<file path="src/verilog/affr_pkg.sv">
// Package for the access fault frame builder and frame return sequencer.
// Assumes a 32-bit data path and a stack reached one long word at a time.
package affr_pkg;
  // Frame format codes
  localparam logic [3:0] FMT_SIX_WORD = 4'h2;
  localparam logic [3:0] FMT_FP_POST = 4'h3;
  localparam logic [3:0] FMT_ACCESS = 4'h7;
  localparam logic [3:0] FMT_FOUR_WORD = 4'h0;
  // Stack geometry in bytes
  localparam logic [31:0] FRAME_BYTES = 32'h0000003C; // 30 words
  localparam logic [31:0] TRACE_SHIFT = 32'h00000030;
  localparam logic [31:0] SIX_WORD_BYTES = 32'h0000000C;
  // Byte offsets inside the access fault frame
  localparam logic [31:0] OFS_SR = 32'h00000000;
  localparam logic [31:0] OFS_FMT = 32'h00000006;
  localparam logic [31:0] OFS_EA = 32'h00000008;
  localparam logic [31:0] OFS_SSW = 32'h0000000C;
  localparam logic [31:0] OFS_WRITEBACK3_STATUS = 32'h0000000E;
  localparam logic [31:0] OFS_WRITEBACK2_STATUS = 32'h00000010;
  localparam logic [31:0] OFS_WRITEBACK1_STATUS = 32'h00000012;
  localparam logic [31:0] OFS_FA = 32'h00000014;
  localparam logic [31:0] OFS_WRITEBACK3_ADDRESS = 32'h00000018;
  localparam logic [31:0] OFS_WRITEBACK3_DATA = 32'h0000001C;
  localparam logic [31:0] OFS_WRITEBACK2_ADDRESS = 32'h00000020;
  localparam logic [31:0] OFS_WRITEBACK2_DATA = 32'h00000024;
  localparam logic [31:0] OFS_WRITEBACK1_ADDRESS = 32'h00000028;
  localparam logic [31:0] OFS_WRITEBACK1_DATA = 32'h0000002C;
  // Status word bit positions
  localparam int SSW_CP = 15;
  localparam int SSW_CU = 14;
  localparam int SSW_CT = 13;
  localparam int SSW_CM = 12;
  localparam int SSW_MA = 11;
  localparam int SSW_ATC = 10;
  localparam int SSW_LK = 9;
  localparam int SSW_RW = 8;
  // Effective address mode codes
  localparam logic [2:0] MODE_PCREL = 3'h7;
  localparam logic [2:0] REG_PCD16 = 3'h2;
  localparam logic [2:0] REG_PCIDX = 3'h3;
  localparam logic [2:0] MODE_IDXIND = 3'h6;
  // Vector numbers for pending exceptions and the format error
  localparam logic [7:0] VEC_TRACE = 8'h09;
  localparam logic [7:0] VEC_FLINE = 8'h0B;
  localparam logic [7:0] VEC_FORMAT = 8'h0E;
  localparam logic [7:0] VEC_FP_POST = 8'h30;
  // Transfer size codes
  localparam logic [1:0] SZ_LONG = 2'h0;
  localparam logic [1:0] SZ_BYTE = 2'h1;
  localparam logic [1:0] SZ_WORD = 2'h2;
  localparam logic [1:0] SZ_LINE = 2'h3;

  // Fault cause reported by the memory pipeline
  typedef enum logic [1:0] {
    AFFR_CAUSE_BUS = 2'h0,
    AFFR_CAUSE_NONRES = 2'h1,
    AFFR_CAUSE_PRIV = 2'h2
  } affr_cause_t;

  // Faulted transfer description
  typedef struct packed {
    affr_cause_t cause;
    logic push;
    logic block_move;
    logic locked;
    logic read;
    logic line_fill;
    logic second_page;
    logic [1:0] size;
    logic [1:0] orig_size;
    logic [1:0] transfer_type_pins;
    logic [2:0] transfer_modifier_pins;
    logic [31:0] logical_addr;
    logic [31:0] physical_addr;
    logic [31:0] first_byte_addr;
  } affr_fault_t;

  // One pending write-back
  typedef struct packed {
    logic [7:0] status;
    logic [1:0] size;
    logic [31:0] address;
    logic [31:0] data;
  } affr_wb_t;

  // Stack word write request
  typedef struct packed {
    logic valid;
    logic [31:0] addr;
    logic [31:0] data;
  } affr_stk_t;

  // Return sequencer states
  typedef enum logic [2:0] {
    AFFR_IDLE = 3'h0,
    AFFR_FETCH = 3'h1,
    AFFR_DECIDE = 3'h3,
    AFFR_SHIFT = 3'h2,
    AFFR_DONE = 3'h6
  } affr_state_t;
endpackage

</file>
<file path="src/verilog/affr_align.sv">
// Write-back data aligner for slot one (bus lanes) and slots two/three.
// Pure logic; caller supplies size code and the two low address bits.
`timescale 1ns/100ps
module affr_align
  import affr_pkg::*;
(
  // Raw register-aligned operand
  input wire logic [31:0] i_data,
  input wire logic [1:0] i_size,
  input wire logic [1:0] i_addr_lo,
  // Aligned results
  output logic [31:0] o_lane_data,
  output logic [31:0] o_reg_data
);
  logic [31:0] masked;
  logic [5:0] rot;

  // Register form keeps low byte or word; lane form rotates into place
  always_comb begin
    unique case (i_size)
      SZ_BYTE: masked = {24'h000000, i_data[7:0]};
      SZ_WORD: masked = {16'h0000, i_data[15:0]};
      default: masked = i_data;
    endcase
    unique case (i_size)
      SZ_BYTE: rot = {1'b0, 2'h3 - i_addr_lo, 3'h0};
      SZ_WORD: rot = {1'b0, 2'h2 - i_addr_lo, 3'h0};
      default: rot = {1'b0, 2'h0 - i_addr_lo, 3'h0};
    endcase
    o_reg_data = masked;
    // Rotation gives the wrap of misaligned words and longs
    o_lane_data = (masked << rot) | (masked >> (6'h20 - rot));
    if (rot == 6'h00) begin
      o_lane_data = masked;
    end
  end
endmodule // affr_align

</file>
<file path="src/verilog/affr_core.sv">
// Access fault frame builder and return-from-exception frame unwinder.
// Assumes the stack port answers one long word per cycle with no wait.
`timescale 1ns/100ps
module affr_core
  import affr_pkg::*;
(
  // Clock and reset
  input wire logic i_clk,
  input wire logic i_reset,
  // Fault capture
  input wire logic i_fault,
  input wire affr_fault_t i_fault_info,
  input wire logic i_multimove,
  input wire logic [31:0] i_calc_ea,
  input wire logic i_trace_pend,
  input wire logic i_fp_post_pend,
  input wire logic i_fp_unimpl_pend,
  input wire affr_wb_t i_wb_int,
  input wire affr_wb_t i_wb_dmu,
  input wire affr_wb_t i_wb_bus,
  // Address error capture
  input wire logic i_addr_error,
  input wire logic [31:0] i_fault_pc,
  input wire logic [31:0] i_ref_addr,
  // Return from exception
  input wire logic i_rte,
  input wire logic [31:0] i_ssp,
  input wire logic [31:0] i_stk_rdata,
  input wire logic [2:0] i_ea_mode,
  input wire logic [2:0] i_ea_reg,
  // Captured frame fields
  output logic [15:0] o_fault_status_word,
  output logic [31:0] o_fault_address,
  output logic [31:0] o_effective_address,
  output logic [7:0] o_writeback1_status,
  output logic [7:0] o_writeback2_status,
  output logic [7:0] o_writeback3_status,
  output logic [31:0] o_writeback1_address,
  output logic [31:0] o_writeback2_address,
  output logic [31:0] o_writeback3_address,
  output logic [31:0] o_writeback1_data,
  output logic [31:0] o_writeback2_data,
  output logic [31:0] o_writeback3_data,
  // Address error frame words
  output logic o_addr_frame_valid,
  output logic [31:0] o_addr_frame_pc,
  output logic [31:0] o_addr_frame_addr,
  // Stack port
  output logic [31:0] o_stk_raddr,
  output affr_stk_t o_stk_wr,
  // Return results
  output logic [31:0] o_new_ssp,
  output logic o_resume,
  output logic o_restart_move,
  output logic o_reuse_ea,
  output logic o_take_exception,
  output logic [7:0] o_vector,
  output logic o_format_error,
  output logic o_busy
);
  // All block state
  typedef struct packed {
    affr_state_t state;
    logic [1:0] idx;
    logic [31:0] sp;
    logic [15:0] fault_status_word;
    logic [3:0] fmt;
    logic [31:0] fa;
    logic [31:0] ea;
    logic [7:0] writeback1_status;
    logic [7:0] writeback2_status;
    logic [7:0] writeback3_status;
    logic [31:0] writeback1_address;
    logic [31:0] writeback2_address;
    logic [31:0] writeback3_address;
    logic [31:0] writeback1_data;
    logic [31:0] writeback2_data;
    logic [31:0] writeback3_data;
    logic aef_v;
    logic [31:0] aef_pc;
    logic [31:0] aef_addr;
    logic [31:0] raddr;
    affr_stk_t wr;
    logic [31:0] new_ssp;
    logic resume;
    logic restart;
    logic reuse;
    logic take;
    logic [7:0] vec;
    logic fmt_err;
    logic busy;
  } affr_core_st_t;

  affr_core_st_t s_q;
  affr_core_st_t s_d;
  logic [31:0] lane1;
  logic [31:0] reg2;
  logic [31:0] reg3;

  // Continuation flags in the stacked status word
  function automatic logic [3:0] cont_flags(input logic [15:0] w);
    cont_flags = {w[SSW_CP], w[SSW_CU], w[SSW_CT], w[SSW_CM]};
  endfunction

  affr_align u_align1 (
    .i_data(i_wb_bus.data),
    .i_size(i_wb_bus.size),
    .i_addr_lo(i_wb_bus.address[1:0]),
    .o_lane_data(lane1),
    .o_reg_data()
  );
  affr_align u_align2 (
    .i_data(i_wb_dmu.data),
    .i_size(i_wb_dmu.size),
    .i_addr_lo(i_wb_dmu.address[1:0]),
    .o_lane_data(),
    .o_reg_data(reg2)
  );
  affr_align u_align3 (
    .i_data(i_wb_int.data),
    .i_size(i_wb_int.size),
    .i_addr_lo(i_wb_int.address[1:0]),
    .o_lane_data(),
    .o_reg_data(reg3)
  );

  // Next-state logic
  always_comb begin
    s_d = s_q;
    s_d.wr = '0;
    s_d.resume = 1'b0;
    s_d.restart = 1'b0;
    s_d.take = 1'b0;
    s_d.fmt_err = 1'b0;
    s_d.aef_v = 1'b0;
    if (i_fault) begin
      s_d.fault_status_word = 16'h0000;
      // flags are priority coded so only one is ever set
      if (i_fp_post_pend) begin
        s_d.fault_status_word[SSW_CP] = 1'b1;
      end else if (i_fp_unimpl_pend) begin
        s_d.fault_status_word[SSW_CU] = 1'b1;
      end else if (i_trace_pend) begin
        s_d.fault_status_word[SSW_CT] = 1'b1;
      // move flag on a data fault of the move
      end else if (i_multimove) begin
        s_d.fault_status_word[SSW_CM] = 1'b1;
      end
      // saved address goes into the frame
      s_d.ea = i_calc_ea;
      s_d.fault_status_word[SSW_ATC] = (i_fault_info.cause != AFFR_CAUSE_BUS);
      s_d.fault_status_word[SSW_MA] = (i_fault_info.cause != AFFR_CAUSE_BUS) && i_fault_info.second_page;
      s_d.fault_status_word[SSW_LK] = i_fault_info.locked;
      s_d.fault_status_word[SSW_RW] = i_fault_info.read;
      // original size, line fill reports execution unit read
      s_d.fault_status_word[6:5] = i_fault_info.line_fill ? i_fault_info.orig_size : i_fault_info.size;
      s_d.fault_status_word[4:3] = i_fault_info.transfer_type_pins;
      s_d.fault_status_word[2:0] = i_fault_info.transfer_modifier_pins;
      if (i_fault_info.push) begin
        s_d.fa = i_fault_info.physical_addr;
      end else begin
        s_d.fa = i_fault_info.first_byte_addr;
      end
      s_d.writeback3_status = i_wb_int.status;
      s_d.writeback3_address = i_wb_int.address;
      s_d.writeback3_data = reg3;
      s_d.writeback2_status = i_wb_dmu.status;
      s_d.writeback2_address = i_wb_dmu.address;
      s_d.writeback2_data = reg2;
      s_d.writeback1_status = i_wb_bus.status;
      s_d.writeback1_address = i_wb_bus.address;
      // push data is stored without realignment
      s_d.writeback1_data = i_fault_info.push ? i_wb_bus.data : lane1;
      // push or block move write leaves slot one invalid
      if (i_fault_info.push || (i_fault_info.block_move && !i_fault_info.read)) begin
        s_d.writeback1_status = 8'h00;
      end
      // push slot one address matches fault address
      if (i_fault_info.push) begin
        s_d.writeback1_address = i_fault_info.physical_addr;
      end
    end
    // address error frame with bit 0 cleared
    if (i_addr_error) begin
      s_d.aef_v = 1'b1;
      s_d.aef_pc = i_fault_pc;
      s_d.aef_addr = {i_ref_addr[31:1], 1'b0};
    end
    unique case (s_q.state)
      AFFR_IDLE: begin
        if (i_rte) begin
          s_d.sp = i_ssp;
          s_d.raddr = i_ssp + OFS_FMT - 32'h00000002;
          s_d.idx = 2'h0;
          s_d.state = AFFR_FETCH;
        end
      end
      AFFR_FETCH: begin
        // Word 1 carries format, word 3 carries status word
        if (s_q.idx == 2'h0) begin
          s_d.fmt = i_stk_rdata[15:12];
          s_d.raddr = s_q.sp + OFS_EA;
          s_d.idx = 2'h1;
        end else if (s_q.idx == 2'h1) begin
          s_d.ea = i_stk_rdata;
          s_d.raddr = s_q.sp + OFS_SSW;
          s_d.idx = 2'h2;
        end else begin
          s_d.fault_status_word = i_stk_rdata[31:16];
          s_d.state = AFFR_DECIDE;
        end
      end
      AFFR_DECIDE: begin
        s_d.state = AFFR_DONE;
        s_d.reuse = 1'b0;
        // illegal format leaves the frame untouched
        if (s_q.fmt != FMT_ACCESS) begin
          s_d.fmt_err = 1'b1;
          s_d.vec = VEC_FORMAT;
          s_d.new_ssp = s_q.sp - 32'h00000008;
        end else if (s_q.fault_status_word[SSW_CT]) begin
          s_d.idx = 2'h0;
          s_d.raddr = s_q.sp + OFS_SR;
          s_d.state = AFFR_SHIFT;
        end else begin
          s_d.new_ssp = s_q.sp + FRAME_BYTES;
          unique case (cont_flags(s_q.fault_status_word))
            4'h0: s_d.resume = 1'b1;
            // restart the move after address calculation
            4'h1: begin
              s_d.restart = 1'b1;
              // reuse stacked address for these modes
              s_d.reuse = (i_ea_mode == MODE_IDXIND) ||
                ((i_ea_mode == MODE_PCREL) &&
                ((i_ea_reg == REG_PCD16) || (i_ea_reg == REG_PCIDX)));
            end
            // floating post pending launches at once
            4'h8: begin
              s_d.take = 1'b1;
              s_d.vec = VEC_FP_POST;
            end
            4'h4: begin
              s_d.take = 1'b1;
              s_d.vec = VEC_FLINE;
            end
            // several flags set is undefined; resume here
            default: s_d.resume = 1'b1;
          endcase
        end
      end
      AFFR_SHIFT: begin
        // move three long words up by the trace shift
        s_d.wr.valid = 1'b1;
        s_d.wr.addr = s_q.raddr + TRACE_SHIFT;
        s_d.wr.data = i_stk_rdata;
        if (s_q.idx == 2'h1) begin
          s_d.wr.data = {i_stk_rdata[31:16], FMT_SIX_WORD, i_stk_rdata[11:0]};
        end
        s_d.raddr = s_q.raddr + 32'h00000004;
        s_d.idx = s_q.idx + 2'h1;
        if (s_q.idx == 2'h2) begin
          s_d.new_ssp = s_q.sp + TRACE_SHIFT;
          s_d.take = 1'b1;
          s_d.vec = VEC_TRACE;
          s_d.state = AFFR_DONE;
        end
      end
      AFFR_DONE: s_d.state = AFFR_IDLE;
      default: s_d.state = AFFR_IDLE;
    endcase
    // Busy kept as a flop so the output never glitches on state decode
    s_d.busy = (s_d.state != AFFR_IDLE);
  end

  // State register
  always_ff @(posedge i_clk or posedge i_reset) begin
    if (i_reset) begin
      s_q <= '0;
    end else begin
      s_q <= s_d;
    end
  end

  // Outputs straight from the state register
  assign o_fault_status_word = s_q.fault_status_word;
  assign o_fault_address = s_q.fa;
  assign o_effective_address = s_q.ea;
  assign o_writeback1_status = s_q.writeback1_status;
  assign o_writeback2_status = s_q.writeback2_status;
  assign o_writeback3_status = s_q.writeback3_status;
  assign o_writeback1_address = s_q.writeback1_address;
  assign o_writeback2_address = s_q.writeback2_address;
  assign o_writeback3_address = s_q.writeback3_address;
  assign o_writeback1_data = s_q.writeback1_data;
  assign o_writeback2_data = s_q.writeback2_data;
  assign o_writeback3_data = s_q.writeback3_data;
  assign o_addr_frame_valid = s_q.aef_v;
  assign o_addr_frame_pc = s_q.aef_pc;
  assign o_addr_frame_addr = s_q.aef_addr;
  assign o_stk_raddr = s_q.raddr;
  assign o_stk_wr = s_q.wr;
  assign o_new_ssp = s_q.new_ssp;
  assign o_resume = s_q.resume;
  assign o_restart_move = s_q.restart;
  assign o_reuse_ea = s_q.reuse;
  assign o_take_exception = s_q.take;
  assign o_vector = s_q.vec;
  assign o_format_error = s_q.fmt_err;
  assign o_busy = s_q.busy;

  // a_one_flag: at most one continuation flag after capture
  a_one_flag: assert property (@(posedge i_clk) disable iff (i_reset)
    $past(i_fault) |-> $onehot0(cont_flags(s_q.fault_status_word)))
    else $error("more than one continuation flag");
  // a_trace_pop: trace return shifts stack by 30 hex
  a_trace_pop: assert property (@(posedge i_clk) disable iff (i_reset)
    (o_take_exception && o_vector == VEC_TRACE) |-> o_new_ssp == s_q.sp + TRACE_SHIFT)
    else $error("trace return stack adjust wrong");
  // a_trace_fmt: second shifted word carries six-word format
  a_trace_fmt: assert property (@(posedge i_clk) disable iff (i_reset)
    (s_q.state == AFFR_SHIFT && s_q.idx == 2'h1) |=> o_stk_wr.data[15:12] == FMT_SIX_WORD)
    else $error("format not rewritten");
  // a_plain_pop: plain resume pops thirty words
  a_plain_pop: assert property (@(posedge i_clk) disable iff (i_reset)
    o_resume |-> o_new_ssp == s_q.sp + FRAME_BYTES)
    else $error("resume stack pop wrong");
  // a_move_pop: move restart pops thirty words
  a_move_pop: assert property (@(posedge i_clk) disable iff (i_reset)
    o_restart_move |-> (o_new_ssp == s_q.sp + FRAME_BYTES) && s_q.fault_status_word[SSW_CM])
    else $error("move restart wrong");
  // a_fmt_error: bad format raises format exception
  a_fmt_error: assert property (@(posedge i_clk) disable iff (i_reset)
    (s_q.state == AFFR_DECIDE && s_q.fmt != FMT_ACCESS) |=> o_format_error && !o_stk_wr.valid)
    else $error("format error not raised");
  // a_push_slot1: push fault leaves slot one invalid
  a_push_slot1: assert property (@(posedge i_clk) disable iff (i_reset)
    (i_fault && i_fault_info.push) |=> o_writeback1_status == 8'h00 &&
    o_writeback1_address == o_fault_address)
    else $error("push slot one wrong");
  // a_atc_bus: bus error clears translation flag
  a_atc_bus: assert property (@(posedge i_clk) disable iff (i_reset)
    (i_fault && i_fault_info.cause == AFFR_CAUSE_BUS) |=> !o_fault_status_word[SSW_ATC] &&
    !o_fault_status_word[SSW_MA])
    else $error("translation flag on bus error");
  // a_addr_bit0: address error frame has bit 0 clear
  a_addr_bit0: assert property (@(posedge i_clk) disable iff (i_reset)
    o_addr_frame_valid |-> !o_addr_frame_addr[0] && o_addr_frame_pc == $past(i_fault_pc))
    else $error("address error frame wrong");
endmodule // affr_core

</file>
<file path="config.mk">
export PLATFORM = sky130hd
export DESIGN_NAME = affr_core
export DESIGN_NICKNAME = d
export VERILOG_FILES = /design/src/verilog/affr_pkg.sv /design/src/verilog/affr_align.sv /design/src/verilog/affr_core.sv
export SDC_FILE = /design/constraint.sdc
export NUM_CORES = 1
export LEC_CHECK = 0
export BUFFER_PORTS_ARGS = -buffer_cell sky130_fd_sc_hd__buf_4
export CAP_MARGIN = 40
export CORE_AREA = 2 2 391 393
export CTS_CLUSTER_DIAMETER = 80
export DETAILED_ROUTE_END_ITERATION = 7
export DIE_AREA = 0 0 393 395
export PLACE_DENSITY = 0.52
export SKIP_LAST_GASP = 1
export SLEW_MARGIN = 20
export SYNTH_ARGS = -nofsm -noshare
export SYNTH_HDL_FRONTEND = slang
export SYNTH_HIERARCHICAL = 1
export SYNTH_SLANG_ARGS = --single-unit
</file>
<file path="constraint.sdc">
create_clock -name i_clk -period 15.9 [get_ports i_clk]
set_input_delay 0.795 -clock i_clk [delete_from_list [all_inputs] [get_ports i_clk]]
set_output_delay 0.795 -clock i_clk [all_outputs]
set_load 0.01 [all_outputs]
</file>
# After elaboration in Yosys (flattened, before gate mapping)
# Cells that the tools add are included.
classes:
  mux: 59
  shift: 2
  n_eq_ne: 26
  n_reduce_logical: 20
  bitwise: 1
  n_addsub: 14
op_table:
  columns: ["operator", "n"]
  rows:
  - ["2-to-1 mux 32 bit", 14]
  - ["case mux 32 bit (2 select lines)", 4]
  - ["2-to-1 mux 248 bit", 1]
  - ["2-to-1 mux 65 bit", 2]
  - ["case mux 32 bit (4 select lines)", 1]
  - ["adder 32 x 6 -> 32 bit, second input constant", 3]
  - ["adder 32 x 3 -> 32 bit, second input constant", 2]
  - ["adder 32 x 4 -> 32 bit, second input constant", 2]
  - ["2-to-1 mux 16 bit", 4]
  - ["2-to-1 mux 44 bit", 1]
  - ["2-to-1 mux 37 bit", 1]
  - ["case mux 9 bit (2 select lines)", 2]
  - ["OR 32 bit", 1]
  - ["<< shifter 32 x 5 -> 32 bit", 1]
  - [">> shifter 32 x 6 -> 32 bit", 1]
  - ["subtractor 32 x 2 -> 32 bit, second input constant", 1]
  - ["subtractor 32 x 4 -> 32 bit, second input constant", 1]
  - ["2-to-1 mux 20 bit", 1]
  - ["2-to-1 mux 8 bit", 2]
  - ["2-to-1 mux 3 bit", 5]
  - ["== test 3 x 2 -> 1 bit, second input constant", 4]
  - ["case mux 3 bit (4 select lines)", 1]
  - ["2-to-1 mux 2 bit", 5]
  - ["2-to-1 mux 5 bit", 2]
  - ["other kinds (34)", 60]
totals:
  out_inout_bits: 504
  regBits: 544
  input_bits: 510
  word_cells: 153

# Logic depth before layout (Yosys ltp)
depth:
  depth_word: 11
  ltp_mapped: 11
  ltp_nobuf: 8

# Cells and area by module
# The synthesis kept the hierarchy.
modules_own_cells:
  columns: ["module", "n_inst", "area_per_inst_um2", "cells_per_inst", "seq_area_each_um2"]
  rows:
  - ["affr_core", 1, 29437.0, 2901, 13538.0]
  - ["affr_align", 3, 1132.3, 133, 0.0]

# Worst setup path before layout
# OpenSTA, ideal clock, no wires.
synth_timing:
  path_type: "reg2reg"
  start: "register s_q[513] (netlist name)"
  end: "register s_q, in the netlist o_new_ssp[22]"
  path_slack_ns: 13.438
  t_required_ns: 15.774
  synth_period_minus_slack_ns: 2.462
  n_path_buf: 2
  setup_time_ns: 0.126
  arrival_time_ns: 2.336
  path_stages_with_launch: 11
  cell_sequence: "dfrtp_1 -> clkbuf_1 -> inv_1 -> ha_1 -> a21boi_0 -> and4_1 -> clkbuf_1 -> nand2_1 -> nor2_1 -> xnor2_1 -> a221o_1"
synth_via:
  elab_chain_cells: 4
  word_cells_on_any_way: 7
  cone_classes: "add/sub: 3; mux: 4"
synth_rtl:
  columns: ["element", "line", "rtl"]
  rows:
  - ["start, declared", "affr_core.sv:94", "affr_core_st_t s_q;"]
  - ["start signal, assigned", "affr_core.sv:278", "s_q <= '0;"]
  - ["start signal, assigned", "affr_core.sv:280", "s_q <= s_d;"]
  - ["adder 32 x 6 -> 32 bit", "affr_core.sv:226", "s_d.new_ssp = s_q.sp + FRAME_BYTES;"]
  - ["2-to-1 mux 44 bit", "affr_core.sv:221", "end else if (s_q.fault_status_word[SSW_CT]) begin"]
  - ["2-to-1 mux 32 bit", "affr_core.sv:217", "if (s_q.fmt != FMT_ACCESS) begin"]
  - ["case mux 32 bit (2 select lines) (*)", "affr_core.sv:189", "unique case (s_q.state)"]
# Every way passes the cells marked *; elsewhere a longest branch is shown, timed or not. The select of a mux whose other input is x is not followed.
# A chain may end at the register's enable or synchronous reset.

# Worst setup path after layout
layout_timing:
  start: "register s_q[544] (netlist name)"
  end: "register s_q, in the netlist o_stk_raddr[27]"
layout_via:
  elab_chain_cells: 3
  word_cells_on_any_way: 11
  cone_classes: "eq/ne: 7; mux: 1; reduce/logical: 3"
layout_rtl:
  columns: ["element", "line"]
  rows:
  - ["== test 3 x 1 -> 1 bit, or another cell as far along", "affr_core.sv:189"]
  - ["inequality test 3 bit (no line), or another cell as far along", null]
  - ["AND reduction 5 bit (no line)", null]
# Parallel ways exist; a longest one is shown, timed or not.

==> impl_metrics.csv <==
group,metric,value,unit
finish,multi_input_area,12700,um^2
detailed_routing,vias_per_cell,4.42,
worst_hold_path,hp-class,"input port to flip-flop",
global_route,grt_pass1_wl,207000,um
timing,hold_slack,0.328,ns
clock_network,post_cts_resized,0,
finish,seqCellArea,13500,um^2
critical_path,cp_slowest_cell,"or3b_2",
pwr,leakage,17.9,nW
finish,mostFrequentLayoutCell,"buf_4",
finish,final_cell_mix,"buf_4, dfrtp_1, nor2_1",
place,pre_cts_slack,12.22,ns
clock_network,clk-insertion-delay-late,0.68,ns
clock_network,cts_buffers,75,
critical_path,critPathMaxFanout,37,
global_route,grt_max_degree,156,
critical_path,critPathKind,"flip-flop to flip-flop",
timing,fin_ws,12.40,ns
logic_synthesis,syn_area_per_cell,9.99,um^2
floorplanning,die_w,393,um
detailed_routing,drtIter0Drc,1793,
critical_path,crit_chain,"or3b_2 -> inv_2 -> buf_4 -> buf_4 -> nand2_1 -> nor4b_1 -> a211oi_1 -> o21ai_0",
detailed_routing,wl_met1,60900,um
critical_path,cpMostUsedCell,"buf_4",
detailed_routing,detail_route.first_pass.iterations,5,
timing,finalHoldViolCount,0,
clock_network,cts-root-buf,"clkbuf_16",
detailed_routing,routed-wl-met3,12700,um
detailed_routing,vias,24800,
global_route,track_usage,19.3,%
logic_synthesis,syn_area,31000,um^2
finish,final_nets,4042,
global_route,grt_pass1_vias,24500,
place,io_buffers,976,
finish,area_delta_synth_final,27.7,%
timing,relSlewSlack,40.8,%
timing,worstMarginPinSlew,0.888,ns
timing,setup_tns,0,ns
pwr,p_per_area,159,nW/um^2
global_route,grt_antenna_before_repair,36,
finish,final_cells,5615,
timing,post-route-period-util,22.0,%
pwr,p_total,6.29,mW
floorplanning,core,151000,um^2
detailed_routing,drc,0,
critical_path,cp-end-kind,"flip-flop",
floorplanning,start_util,20.5,%
detailed_routing,wl_met2,72600,um
clock_network,cts_setup_buffers,0,
run_status,status,"finished clean",
clock_network,cts.sinks,541,
floorplanning,die_y,395,um
logic_synthesis,yosys_warnings,6,
detailed_routing,ant_nets,0,
place,finalWeightedCongestion,0.925,
critical_path,max_stage_delay,0.69,ns
floorplanning,die_area,155000,um^2
timing,max_freq,286,MHz
pwr,irDropWorstVdd,0.000108,V
detailed_routing,wl,155000,um
critical_path,crit_arrival,4.09,ns
logic_synthesis,syn_inst,3102,
clock_network,postCtsHoldBufs,0,
floorplanning,rows,143,
clock_network,htreeDepth,3,
finish,drive_gt1_share,39.6,%
finish,fillers,16100,
floorplanning,ios,1014,
timing,rsz0062_at_grt,"false",
run,cap_violations,0,
clock_network,clk_pin_slew_worst_paths,0.06,ns
timing,slew_violations,0,
clock_network,cts_tree,"yes",
timing,final.setup_skew,0.0465,ns
timing,setup_viol,0,
detailed_routing,route.top_layer_used,"met5",
global_route,grt_overflow,0,
critical_path,critPathLaunchType,"flip-flop",
timing,period_needed,3.50,ns
critical_path,cp.required,16.49,ns
detailed_routing,wire_per_inst,27.7,um
place,dp.cells,5465,
clock_network,clockBufferDepth,3,
place,place_hpwl,125000,um
registers in the layout (all words and copies together), names as in the netlist, 5 cells and up:
name and count:
o_addr_frame_addr 31, o_addr_frame_pc 32, o_effective_address 32, o_fault_address 32, o_fault_status_word 16, o_new_ssp 32
o_stk_raddr 32, o_stk_wr 65, o_vector 5, o_writeback1_address 32, o_writeback1_data 32, o_writeback1_status 8
o_writeback2_address 32, o_writeback2_data 32, o_writeback2_status 8, o_writeback3_address 32, o_writeback3_data 32, o_writeback3_status 8
s_q 41
per-stage QoR:
| step | cell area, um^2 | utilization [%] |
|---|---|---|
| 6_report | 39600 | 26.2 |
| 5_1_grt | 39500 | 26.2 |
| 4_1_cts | 39500 | 26.1 |
| 3_5_place_dp | 36800 | 24.4 |
| 3_3_place_gp | 36600 | 24.2 |
| 2_1_floorplan | 31000 | - |
critical path, delay by kind of cell, from the launching register on:
| kind | cells | cell delay, ns |
|---|---|---|
| and+or+nand+nor | 3 | 1.34 |
| buffers and inverters | 3 | 1.10 |
| DFF | 1 | 0.68 |
| AOI/OAI and AO/OA | 2 | 0.24 |
final timing paths:
path	slack, ns	depth (start not counted)	from	to
setup / recovery	12.40	8	s_q[544]	o_stk_raddr[27]
hold / removal	0.33	3	i_ssp[1]	s_q[509]
setup reg to reg	12.40	8	s_q[544]	o_stk_raddr[27]
hold reg to reg	0.48	2	o_reuse_ea	o_reuse_ea
max in group asynchronous	13.64	7	i_reset	o_stk_raddr[28]
min in group asynchronous	0.35	3	i_reset	o_effective_address[16]
cell type report:
cell class | count | area share [%]
flip-flops and latches | 541 | 34.2
clock inverters | 35 | 1.41
well taps | 2030 | 6.42
clock buffers | 102 | 5.33
multi-input cells | 1828 | 32.1
repair buffers | 1033 | 20.1
inverters | 35 | 0.342
diodes | 11 | 0.0696
metal layers:
layer	track usage, %	up-vias
li1	-	11100
met1	22.9	12500
met2	31.2	1027
met3	5.52	220
met4	10.3	22
met5	0	-
power breakdown:
part,internal [mW],switching (mW),total [mW]
sequential,1.69,0.421,2.11
combinational,0.971,1.38,2.35
clock,1.09,0.734,1.83
total,3.76,2.53,6.29
No activity file was read; power rests on OpenSTA's default activity.
